**src/rtl/bdiv_cfg.svh**
```systemverilog
// board decode and interrupt vectoring: offsets, field positions, reset values
`ifndef BDIV_CFG_SVH
`define BDIV_CFG_SVH
`define BDIV_BLOCK_HI       16'hFF84
`define BDIV_IDX_HI_DATA    2'h0
`define BDIV_IDX_LO_DATA    2'h1
`define BDIV_IDX_CTRL       2'h2
`define BDIV_IDX_MASK       2'h3
`define BDIV_RESP_OKAY      2'h0
`define BDIV_RESP_SLVERR    2'h2
`define BDIV_MASK_RESET     7'h7F
`define BDIV_VEC_BASE_NUM   8'h80
`define BDIV_LVL_NONE       3'h0
`define BDIV_LVL_ONE        3'h1
`define BDIV_LVL_TWO        3'h2
`define BDIV_LVL_THREE      3'h3
`define BDIV_LVL_SIX        3'h6
`define BDIV_BE_LO          2'h1
`define BDIV_BE_HI          2'h2
`define BDIV_BE_WORD        2'h3
`define BDIV_FIFO_DEPTH     2'h2
`define BDIV_MAX_XFER_RATE  150000
`endif

```
**src/rtl/bdiv_pkg.sv**
```systemverilog
// board decode and interrupt vectoring: shared types
package bdiv_pkg;
  typedef struct packed {
    logic [1:0]  be;
    logic [15:0] data;
  } bdiv_word_t;

  typedef struct packed {
    logic [23:0] awaddr;
    logic        aw_got;
    logic [15:0] wdata;
    logic [1:0]  wstrb;
    logic        w_got;
    logic        awready;
    logic        wready;
    logic        bvalid;
    logic [1:0]  bresp;
    logic        arready;
    logic        rvalid;
    logic [1:0]  rresp;
    logic [31:0] rdata;
  } bdiv_axi_t;

  typedef struct packed {
    bdiv_axi_t        axi;
    bdiv_word_t [1:0] fifo;
    logic [1:0]       fifo_cnt;
    logic             fifo_head;
    logic             in_ready;
    logic [15:0]      in_reg;
    logic             in_lo_full;
    logic             in_hi_full;
    logic [15:0]      out_reg;
    logic             out_lo_busy;
    logic             out_hi_busy;
    logic             out_valid;
    logic [15:0]      out_data;
    logic [1:0]       out_be;
    logic             oe_lo;
    logic             oe_hi;
    logic [6:0]       mask;
    logic             done_flag;
    logic [2:0]       irq_level;
    logic             iack_ack;
    logic [7:0]       iack_vector;
    logic             chain_out;
  } bdiv_state_t;
endpackage : bdiv_pkg

```
**src/rtl/bdiv_top.sv**
```systemverilog
// board decode and interrupt vectoring with programmed parallel port
// Contract
// - registers decode at 0xFF8400 plus 0x10 times the base address switch value
// - all sources share one interrupt level chosen from one, two, three, six
// - never request at level four, five or seven
// - vector table base is 0x200 plus 0x20 times the vector base switch
// - seven sources, each with its own slot four bytes apart
// - slot zero unused; slot at base plus four is input word ready
// - slots 0x08..0x1C: input high, input low, output word/high/low, done
// - acknowledge answered only while the priority chain input is active
// - 16-bit input and output registers, each half with own status logic
// - host polls the status byte until ready, then moves the data
// - interrupt when input data waits or an output half can take data
// - port sustains word or byte transfers up to 150K per second
// - seven mask bits in the control low byte; one masks, zero enables
//
// The AXI4-Lite register port and the register offsets were chosen for this implementation.
`timescale 1ns/1ps
`include "bdiv_cfg.svh"

module bdiv_top #(
  parameter int ADDR_W = 24
) (
  input  wire logic              aclk,
  input  wire logic              aresetn,
  input  wire logic [ADDR_W-1:0] s_axi_awaddr,
  input  wire logic              s_axi_awvalid,
  output      logic              s_axi_awready,
  input  wire logic [31:0]       s_axi_wdata,
  input  wire logic [3:0]        s_axi_wstrb,
  input  wire logic              s_axi_wvalid,
  output      logic              s_axi_wready,
  output      logic [1:0]        s_axi_bresp,
  output      logic              s_axi_bvalid,
  input  wire logic              s_axi_bready,
  input  wire logic [ADDR_W-1:0] s_axi_araddr,
  input  wire logic              s_axi_arvalid,
  output      logic              s_axi_arready,
  output      logic [31:0]       s_axi_rdata,
  output      logic [1:0]        s_axi_rresp,
  output      logic              s_axi_rvalid,
  input  wire logic              s_axi_rready,
  input  wire logic [3:0]        base_address_switch,
  input  wire logic [3:0]        vector_base_switch,
  input  wire logic [2:0]        level_jumper_a,
  input  wire logic [2:0]        level_jumper_b,
  input  wire logic              priority_chain_header,
  output      logic              priority_chain_out,
  input  wire logic              iack_req,
  input  wire logic [2:0]        iack_level,
  output      logic              iack_ack,
  output      logic [7:0]        iack_vector,
  output      logic [2:0]        irq_level,
  input  wire logic              in_valid,
  input  wire logic [15:0]       in_data,
  input  wire logic [1:0]        in_be,
  output      logic              in_ready,
  output      logic              out_valid,
  output      logic [15:0]       out_data,
  output      logic [1:0]        out_be,
  input  wire logic              out_ready,
  output      logic              out_drive_lo,
  output      logic              out_drive_hi,
  input  wire logic              transfer_done
);

  bdiv_pkg::bdiv_state_t s_q;
  bdiv_pkg::bdiv_state_t s_d;

  // returns {hit, index}; the block spans 16 bytes, one word per register
  function automatic logic [2:0] reg_decode(input logic [ADDR_W-1:0] a,
                                            input logic [3:0] sw);
    logic [2:0] r;
    r = 3'h0;
    if (a[23:8] == `BDIV_BLOCK_HI && a[7:4] == sw && a[1:0] == 2'h0) begin
      r = {1'b1, a[3:2]};
    end
    return r;
  endfunction : reg_decode

  // a level is legal only if both jumpers agree and it is 1, 2, 3 or 6
  function automatic logic level_ok(input logic [2:0] a, input logic [2:0] b);
    logic ok;
    ok = (a == b) && (a == `BDIV_LVL_ONE || a == `BDIV_LVL_TWO ||
                      a == `BDIV_LVL_THREE || a == `BDIV_LVL_SIX);
    return ok;
  endfunction : level_ok

  logic [6:0] src_raw;
  logic [6:0] src_mask;
  logic [6:0] pending;
  logic [2:0] slot;
  logic [2:0] wdec;
  logic [2:0] rdec;
  logic [15:0] status_word;
  bdiv_pkg::bdiv_word_t head;

  always_comb begin
    // source n sits at slot n+1; slot 0 is never produced
    src_raw[0] = s_q.in_lo_full & s_q.in_hi_full;
    src_raw[1] = s_q.in_hi_full;
    src_raw[2] = s_q.in_lo_full;
    src_raw[3] = ~s_q.out_lo_busy & ~s_q.out_hi_busy;
    src_raw[4] = ~s_q.out_hi_busy;
    src_raw[5] = ~s_q.out_lo_busy;
    src_raw[6] = s_q.done_flag;
    // mask bit order runs opposite to the slot order
    for (int i = 0; i < 7; i++) begin
      src_mask[i] = s_q.mask[6 - i];
    end
    pending = src_raw & ~src_mask;
    slot = 3'h0;
    for (int i = 6; i >= 0; i--) begin
      if (pending[i]) begin
        slot = 3'(i + 1);
      end
    end
    status_word = {s_q.oe_lo, s_q.oe_hi, src_raw[3], ~s_q.out_hi_busy,
                   ~s_q.out_lo_busy, src_raw[0], s_q.in_hi_full, s_q.in_lo_full,
                   1'b0, s_q.mask};
    wdec = reg_decode(s_q.axi.awaddr, base_address_switch);
    rdec = reg_decode(s_axi_araddr, base_address_switch);
    head = s_q.fifo[s_q.fifo_head];
  end

  always_comb begin
    logic       push;
    logic       pop;
    logic       lo_take;
    logic       hi_take;
    logic [1:0] send;
    push = 1'b0;
    pop = 1'b0;
    lo_take = 1'b0;
    hi_take = 1'b0;
    send = 2'h0;
    s_d = s_q;

    // write address and data are taken in either order
    if (s_axi_awvalid && s_q.axi.awready) begin
      s_d.axi.awaddr = s_axi_awaddr;
      s_d.axi.aw_got = 1'b1;
      s_d.axi.awready = 1'b0;
    end
    if (s_axi_wvalid && s_q.axi.wready) begin
      s_d.axi.wdata = s_axi_wdata[15:0];
      s_d.axi.wstrb = s_axi_wstrb[1:0];
      s_d.axi.w_got = 1'b1;
      s_d.axi.wready = 1'b0;
    end
    if (s_q.axi.aw_got && s_q.axi.w_got && !s_q.axi.bvalid) begin
      s_d.axi.aw_got = 1'b0;
      s_d.axi.w_got = 1'b0;
      s_d.axi.bvalid = 1'b1;
      s_d.axi.bresp = wdec[2] ? `BDIV_RESP_OKAY : `BDIV_RESP_SLVERR;
      if (wdec[2]) begin
        if (wdec[1:0] == `BDIV_IDX_HI_DATA) begin
          // lane 1 loads the high half, lane 0 the low half; busy halves ignore
          if (s_q.axi.wstrb[1] && !s_q.out_hi_busy) begin
            s_d.out_reg[15:8] = s_q.axi.wdata[15:8];
            s_d.out_hi_busy = 1'b1;
          end
          if (s_q.axi.wstrb[0] && !s_q.out_lo_busy) begin
            s_d.out_reg[7:0] = s_q.axi.wdata[7:0];
            s_d.out_lo_busy = 1'b1;
          end
        end else if (wdec[1:0] == `BDIV_IDX_LO_DATA) begin
          if (s_q.axi.wstrb[0] && !s_q.out_lo_busy) begin
            s_d.out_reg[7:0] = s_q.axi.wdata[7:0];
            s_d.out_lo_busy = 1'b1;
          end
        end else if (wdec[1:0] == `BDIV_IDX_CTRL) begin
          if (s_q.axi.wstrb[0]) begin
            s_d.mask = s_q.axi.wdata[6:0];
          end
          if (s_q.axi.wstrb[1]) begin
            s_d.oe_lo = s_q.axi.wdata[15];
            s_d.oe_hi = s_q.axi.wdata[14];
          end
        end else begin
          if (s_q.axi.wstrb[0]) begin
            s_d.mask = s_q.axi.wdata[6:0];
          end
        end
      end
    end
    if (s_q.axi.bvalid && s_axi_bready) begin
      s_d.axi.bvalid = 1'b0;
      s_d.axi.awready = 1'b1;
      s_d.axi.wready = 1'b1;
    end

    // read: one cycle from address to data, then hold until rready
    if (s_axi_arvalid && s_q.axi.arready) begin
      s_d.axi.arready = 1'b0;
      s_d.axi.rvalid = 1'b1;
      s_d.axi.rresp = rdec[2] ? `BDIV_RESP_OKAY : `BDIV_RESP_SLVERR;
      s_d.axi.rdata = 32'h0000_0000;
      if (rdec[2]) begin
        if (rdec[1:0] == `BDIV_IDX_HI_DATA) begin
          s_d.axi.rdata = {16'h0000, s_q.in_reg};
          lo_take = 1'b1;
          hi_take = 1'b1;
        end else if (rdec[1:0] == `BDIV_IDX_LO_DATA) begin
          s_d.axi.rdata = {24'h00_0000, s_q.in_reg[7:0]};
          lo_take = 1'b1;
        end else if (rdec[1:0] == `BDIV_IDX_CTRL) begin
          s_d.axi.rdata = {16'h0000, status_word};
          s_d.done_flag = 1'b0;
        end else begin
          s_d.axi.rdata = {25'h000_0000, s_q.mask};
        end
      end
    end
    if (s_q.axi.rvalid && s_axi_rready) begin
      s_d.axi.rvalid = 1'b0;
      s_d.axi.arready = 1'b1;
    end

    // a done event in the clearing cycle wins over the read
    if (transfer_done) begin
      s_d.done_flag = 1'b1;
    end

    // input halves: a read empties them, the buffer refills them
    if (lo_take) begin
      s_d.in_lo_full = 1'b0;
    end
    if (hi_take) begin
      s_d.in_hi_full = 1'b0;
    end
    // the buffer drains only into halves the host has already emptied
    if (s_q.fifo_cnt != 2'h0 &&
        !(head.be[0] && s_q.in_lo_full) && !(head.be[1] && s_q.in_hi_full)) begin
      pop = 1'b1;
      if (head.be[0]) begin
        s_d.in_reg[7:0] = head.data[7:0];
        s_d.in_lo_full = 1'b1;
      end
      if (head.be[1]) begin
        s_d.in_reg[15:8] = head.data[15:8];
        s_d.in_hi_full = 1'b1;
      end
    end
    push = in_valid && s_q.in_ready && (in_be != 2'h0);
    if (push) begin
      s_d.fifo[s_q.fifo_head ^ s_q.fifo_cnt[0]] = '{be: in_be, data: in_data};
    end
    if (pop) begin
      s_d.fifo_head = ~s_q.fifo_head;
    end
    s_d.fifo_cnt = 2'(s_q.fifo_cnt + {1'b0, push} - {1'b0, pop});
    s_d.in_ready = (s_d.fifo_cnt != `BDIV_FIFO_DEPTH);

    // output halves leave only while their drivers are enabled
    if (s_q.out_valid && out_ready) begin
      s_d.out_valid = 1'b0;
      if (s_q.out_be[0]) begin
        s_d.out_lo_busy = 1'b0;
      end
      if (s_q.out_be[1]) begin
        s_d.out_hi_busy = 1'b0;
      end
    end else if (!s_q.out_valid) begin
      send = {s_q.out_hi_busy & s_q.oe_hi, s_q.out_lo_busy & s_q.oe_lo};
      if (send != 2'h0) begin
        s_d.out_valid = 1'b1;
        s_d.out_be = send;
        s_d.out_data = s_q.out_reg;
      end
    end

    // one shared level, legal values only
    s_d.irq_level = (level_ok(level_jumper_a, level_jumper_b) && slot != 3'h0) ?
                    level_jumper_a : `BDIV_LVL_NONE;

    // acknowledge: answer at our level, else pass the chain on
    s_d.iack_ack = 1'b0;
    s_d.chain_out = 1'b0;
    if (iack_req && priority_chain_header) begin
      if (s_q.irq_level != `BDIV_LVL_NONE && iack_level == s_q.irq_level &&
          slot != 3'h0) begin
        s_d.iack_ack = 1'b1;
        // vector number = (0x200 + 0x20*sw + 4*slot) / 4
        s_d.iack_vector = `BDIV_VEC_BASE_NUM + {1'b0, vector_base_switch, 3'h0}
                          + {5'h00, slot};
      end else begin
        s_d.chain_out = 1'b1;
      end
    end

    if (!aresetn) begin
      s_d = '0;
      s_d.axi.awready = 1'b1;
      s_d.axi.wready = 1'b1;
      s_d.axi.arready = 1'b1;
      s_d.mask = `BDIV_MASK_RESET;
      s_d.in_ready = 1'b1;
    end
  end

  always_ff @(posedge aclk) begin
    s_q <= s_d;
  end

  assign s_axi_awready      = s_q.axi.awready;
  assign s_axi_wready       = s_q.axi.wready;
  assign s_axi_bvalid       = s_q.axi.bvalid;
  assign s_axi_bresp        = s_q.axi.bresp;
  assign s_axi_arready      = s_q.axi.arready;
  assign s_axi_rvalid       = s_q.axi.rvalid;
  assign s_axi_rresp        = s_q.axi.rresp;
  assign s_axi_rdata        = s_q.axi.rdata;
  assign priority_chain_out = s_q.chain_out;
  assign iack_ack           = s_q.iack_ack;
  assign iack_vector        = s_q.iack_vector;
  assign irq_level          = s_q.irq_level;
  assign in_ready           = s_q.in_ready;
  assign out_valid          = s_q.out_valid;
  assign out_data           = s_q.out_data;
  assign out_be             = s_q.out_be;
  assign out_drive_lo       = s_q.oe_lo;
  assign out_drive_hi       = s_q.oe_hi;

endmodule : bdiv_top

```
**config.mk**
```make
export PLATFORM = sky130hd
export DESIGN_NAME = bdiv_top
export DESIGN_NICKNAME = d
export VERILOG_FILES = /design/src/rtl/bdiv_pkg.sv /design/src/rtl/bdiv_top.sv
export VERILOG_INCLUDE_DIRS = /design/src /design/src/rtl
export SDC_FILE = /design/constraint.sdc
export NUM_CORES = 1
export LEC_CHECK = 0
export BUFFER_PORTS_ARGS = -buffer_cell sky130_fd_sc_hd__buf_2
export CELL_PAD_IN_SITES_DETAIL_PLACEMENT = 0
export CELL_PAD_IN_SITES_GLOBAL_PLACEMENT = 2
export CORE_ASPECT_RATIO = 1.5
export CORE_UTILIZATION = 30
export CTS_BUF_LIST = sky130_fd_sc_hd__clkbuf_8
export DETAILED_ROUTE_END_ITERATION = 8
export HOLD_SLACK_MARGIN = 0.03
export PLACE_DENSITY_LB_ADDON = 0.1
export REMOVE_ABC_BUFFERS = 1
export SLEW_MARGIN = 20
export SYNTH_ARGS = -nofsm -noshare
export SYNTH_HDL_FRONTEND = slang
export SYNTH_SLANG_ARGS = --single-unit
```
**constraint.sdc**
```tcl
create_clock -name aclk -period 2.5 [get_ports aclk]
set_input_delay 0.625 -clock aclk [delete_from_list [all_inputs] [get_ports aclk]]
set_output_delay 0.625 -clock aclk [all_outputs]
set_load 0.01 [all_outputs]
```
==> results.txt <==
In the final layout, the share of cells above drive strength 1 is 23.7%. Hold is met by 0.361 ns. The area of the core came out at 26600 µm².

In this run the cell area measured after placement is 9090 µm². The floorplan has 73 rows. For this run, the number of Yosys warnings is 0. The initial utilization of the core area, before any placement, comes to 30.7%. The startpoint identified for the worst register-to-register timing path is s_q[179]$_SDFFE_PN0P_. The xor/xnor cell area share of the yosys netlist is 1.72%. The count of pins over their slew limit is 0. For the worst flop-to-flop path, the logic depth is 6.

The routed design has 20.3 mm of wire. The finished cells cover 9550 µm². In the synthesized netlist the dominant register cell turns out to be dfxtp_1. The clock buffer count from CTS came out at 17.

The tree is rooted in a clkbuf_8. The detailed placer's ending HPWL came out at 14.7 mm. After clock tree synthesis, the clock-pin slew on the worst setup and hold paths is 0.10 ns. Power spread over the standard cell area amounts to 715 nW/µm². After clock tree synthesis, the repair step resized 0 gates. The reported leakage power is 4.00 nW.

The transition time of the tightest slew-check pin came out at 0.560 ns. Across all layers, the routed design uses 5914 vias. The number of H-tree levels is 4. The number of max-cap violations came out at 0. Cells fill 35.9% of the core in the end. The average cell area after synthesis came out at 9.38 µm².

The internal portion of the total power is 4.93 mW. The adder-cell area share of the yosys netlist is 0.307%. The largest net degree at the start of global routing came out at 50. Across every metal layer, demand over resource in global routing totals 15.1%. The worst hold path startpoint is s_axi_awvalid. 207 I/O pins were placed. Sequential cells account for 48.3% of the total power. The clock network latency to the later pin of the worst-skew pair came out at 0.46 ns. After detailed routing, the number of remaining DRC violations is 0. The die covers 27900 µm². The fmax is 435 MHz.

Buffers added to address setup during post-CTS repair amount to 0. Along the worst path, the maximum fanout reaches 8. The worst hold-check path type is in2reg. The weighted congestion reported at the end of routability-driven placement is 0.720. The worst clock skew came out at 0.0163 ns.

The data arrival time of the critical path came out at 2.66 ns. The TritonCTS clock tree is built. In this run the tool buffered the top-level ports with 170 buffer cells. The synthesized netlist devotes 10.2% of its cell area to compound gates.

Setup slack on the critical path of the routed design comes to 0.200 ns. The instance count of the mapped netlist came out at 870. At the end of the flow, the number of nets in the layout was 1126.

Data on the critical path is required at its endpoint by 2.86 ns. The number of global-route vias before repair is 6091. Using the TritonRoute via totals, the vias-per-cell ratio works out to 4.40. The switching power share of the total is 27.8%. Setup repair after global routing left no endpoint under its margin. Dividing the detail-routed wire length by the instance count gives 15.1 µm. The height of the die is 204 µm. After filler insertion, the fill cell instance count of the layout stands at 2809. Summed over all layers, the global routing overflow is 0. The worst-case clock buffer depth came out at 2. The part of the total power dissipated in combinational logic came out at 18.2%. The sequential element share of the synthesized area came out at 45.4%. In the synthesized netlist the async set-or-reset flop fraction comes to 0%. After synthesis, the largest family of logic cells by area is simple AND/OR/NAND/NOR gates.

The final-report hold violation count is 0. After layout, the worst path uses 92.0% of the clock period. The initial antenna violation count is 1.

The final-report setup violation count came out at 0. The post-layout minimum cycle time is 2.30 ns. The number of hold buffers added after cts came out at 0. The normalized max-slew margin is 62.7%. The net switching component of the power is 1.90 mW. STA classifies the critical path endpoint as a register. Counting every sink on the clock net gives 185.

The worst setup path is launched from a register. Measured against the total synthesized area, the mux share comes to 13.9%. The setup path with the least slack is of type reg2reg. The synthesized cell area is 8160 µm². The endpoint identified for the worst register-to-register timing path is s_q[45]$_SDFFE_PN0P_. The post-synthesis sequential element count is 185. The worst hold path terminates at s_axi_awready$_SDFFE_PP1P_. The number of iterations in the first detailed-routing pass came out at 4.

From left edge to right edge, the die measures 137 µm. The unique cell type count in the Yosys netlist came out at 50. The area added between synthesis and finish came out at 17.0%. The run finished with clean final reports.

After Yosys synthesis, and, or, nand and nor cells account for 19.6% of the synthesized area. The first-pass GRT wire length came out at 32.2 mm. The detailed router's first-iteration violation count came out at 190. The number of antenna-violating nets in the routed design is 0. The count of flip-flops with a built-in enable after synthesis came out at 0. The setup check on the worst reg-to-reg path leaves a slack of 0.20 ns. The part of the power in the clock network is 33.5%.

The number of cells on the worst hold path came out at 2. The post-placement setup slack came out at 0.0646 ns. The worst voltage drop across the vdd grid is 0.000358 V.
placed cells by master, fill, tap and decap left out, types with 13 or more instances in the layout:
cell type  instances
buf_4             26
nand3_1           18
mux2i_1          111
o211a_1           17
buf_2            169
and2_1            13
dfxtp_1          185
a21boi_0          38
nor2_1            24
clkbuf_8          19
conb_1            18
nand2_1          143
nor2b_1           75
worst max-delay path: stages, from the launching register on:
cell	delay [ns]
dfxtp_1	0.33
or4_1	0.55
or4_4	0.57
nor4_4	0.32
buf_12	0.18
mux2i_1	0.19
nor2b_1	0.06
worst max path at each step:
| stage | start | end | cells past startpoint |
|---|---|---|---|
| 4_1_cts | s_q[179]$_SDFFE_PN0P_ | s_q[45]$_SDFFE_PN0P_ | 6 |
| 5_1_grt | s_q[79]$_SDFFE_PN0P_ | in_ready$_SDFF_PN1_ | 9 |
| 2_1_floorplan | s_q[79]$_SDFFE_PN0P_ | s_q[100]$_SDFFE_PN0P_ | 4 |
| 6_report | s_q[179]$_SDFFE_PN0P_ | s_q[45]$_SDFFE_PN0P_ | 6 |
| 3_3_place_gp | s_q[179]$_SDFFE_PN0P_ | s_q[51]$_SDFFE_PN0P_ | 6 |
| 3_5_place_dp | s_q[179]$_SDFFE_PN0P_ | s_q[45]$_SDFFE_PN0P_ | 6 |
sequential cells by signal, summed over array words and instances (netlist names), 2 cells and up:
signal       flops
irq_level        3
s_q            127
iack_vector      8
out_data        16
s_axi_rdata     16
out_be           2
layout make-up:
class / count / area (µm²) / share of cell area, %
Clock buffer: 19 / 262 / 2.74
Sequential cell: 185 / 3700 / 38.8
Tap cell: 337 / 422 / 4.42
Timing Repair Buffer: 199 / 1120 / 11.7
Inverter: 10 / 37.5 / 0.393
Multi-Input combinational cell: 580 / 3810 / 39.9
Clock inverter: 12 / 186 / 1.95
Antenna cell: 1 / 2.50 / 0.0262
Yosys cell counts (3+ instances only):
master    count  share of area (%)
dfxtp_1     185                 45
nand2_1     143                6.6
mux2i_1     111                 14
nor2b_1      76                5.8
buf_4        66                6.1
a21boi_0     38                3.5
clkbuf_1     37                1.7
nor2_1       25                1.1
nand3_1      18                1.1
o211a_1      17                2.1
and2_1       13                1.0
o21ai_0      12               0.74
xnor2_1      11                1.2
inv_1        10               0.46
o21ai_1      10               0.61
a21boi_1      8               0.74
nand4_1       8               0.61
o31ai_1       8               0.74
a21oi_1       7               0.43
nor4_1        6               0.46
buf_2         5               0.31
nand2b_1      5               0.38
or4_1         5               0.46
xor2_1        5               0.54
a31oi_1       3               0.23
buf_1         3               0.14
nor3_1        3               0.18
nor4_4        3               0.78
logic make-up after synthesis:
group           Yosys count
compound gates          115
xor+xnor                 16
fa+ha+maj                 2
buf+inv                 122
flops                   185
mux                     113
other cells               1
simple gates            316
power by group through the flow:
stage	Sequential (mW)	Combinational [mW]	Clock, mW
2_1_floorplan	3.39	0.788	0
3_3_place_gp	3.37	1.27	0
3_5_place_dp	3.37	1.27	0
4_1_cts	3.30	1.28	2.39
5_1_grt	3.33	1.39	2.51
6_report	3.30	1.24	2.29
through the flow:
| step | power (mW) | setup TNS, ns | instances |
|---|---|---|---|
| CTS | 6.98 | 0 | 1342 |
| global route | 7.23 | 0 | 1342 |
| finish | 6.83 | 0 | 1343 |
| floorplan | 4.18 | -6.97 | 775 |
| global placement | 4.64 | 0 | 1311 |
| detailed placement | 4.64 | 0 | 1311 |
layer usage:
layer / global-route usage (%) / up-vias / share of wire, %
met5: 0 / - / 0
met4: 4.48 / 0 / 1.3
met3: 4.07 / 14 / 4.2
met2: 26.7 / 99 / 50
met1: 17.6 / 2701 / 44
li1: - / 3100 / -
Power figures use the tool's default switching activity.
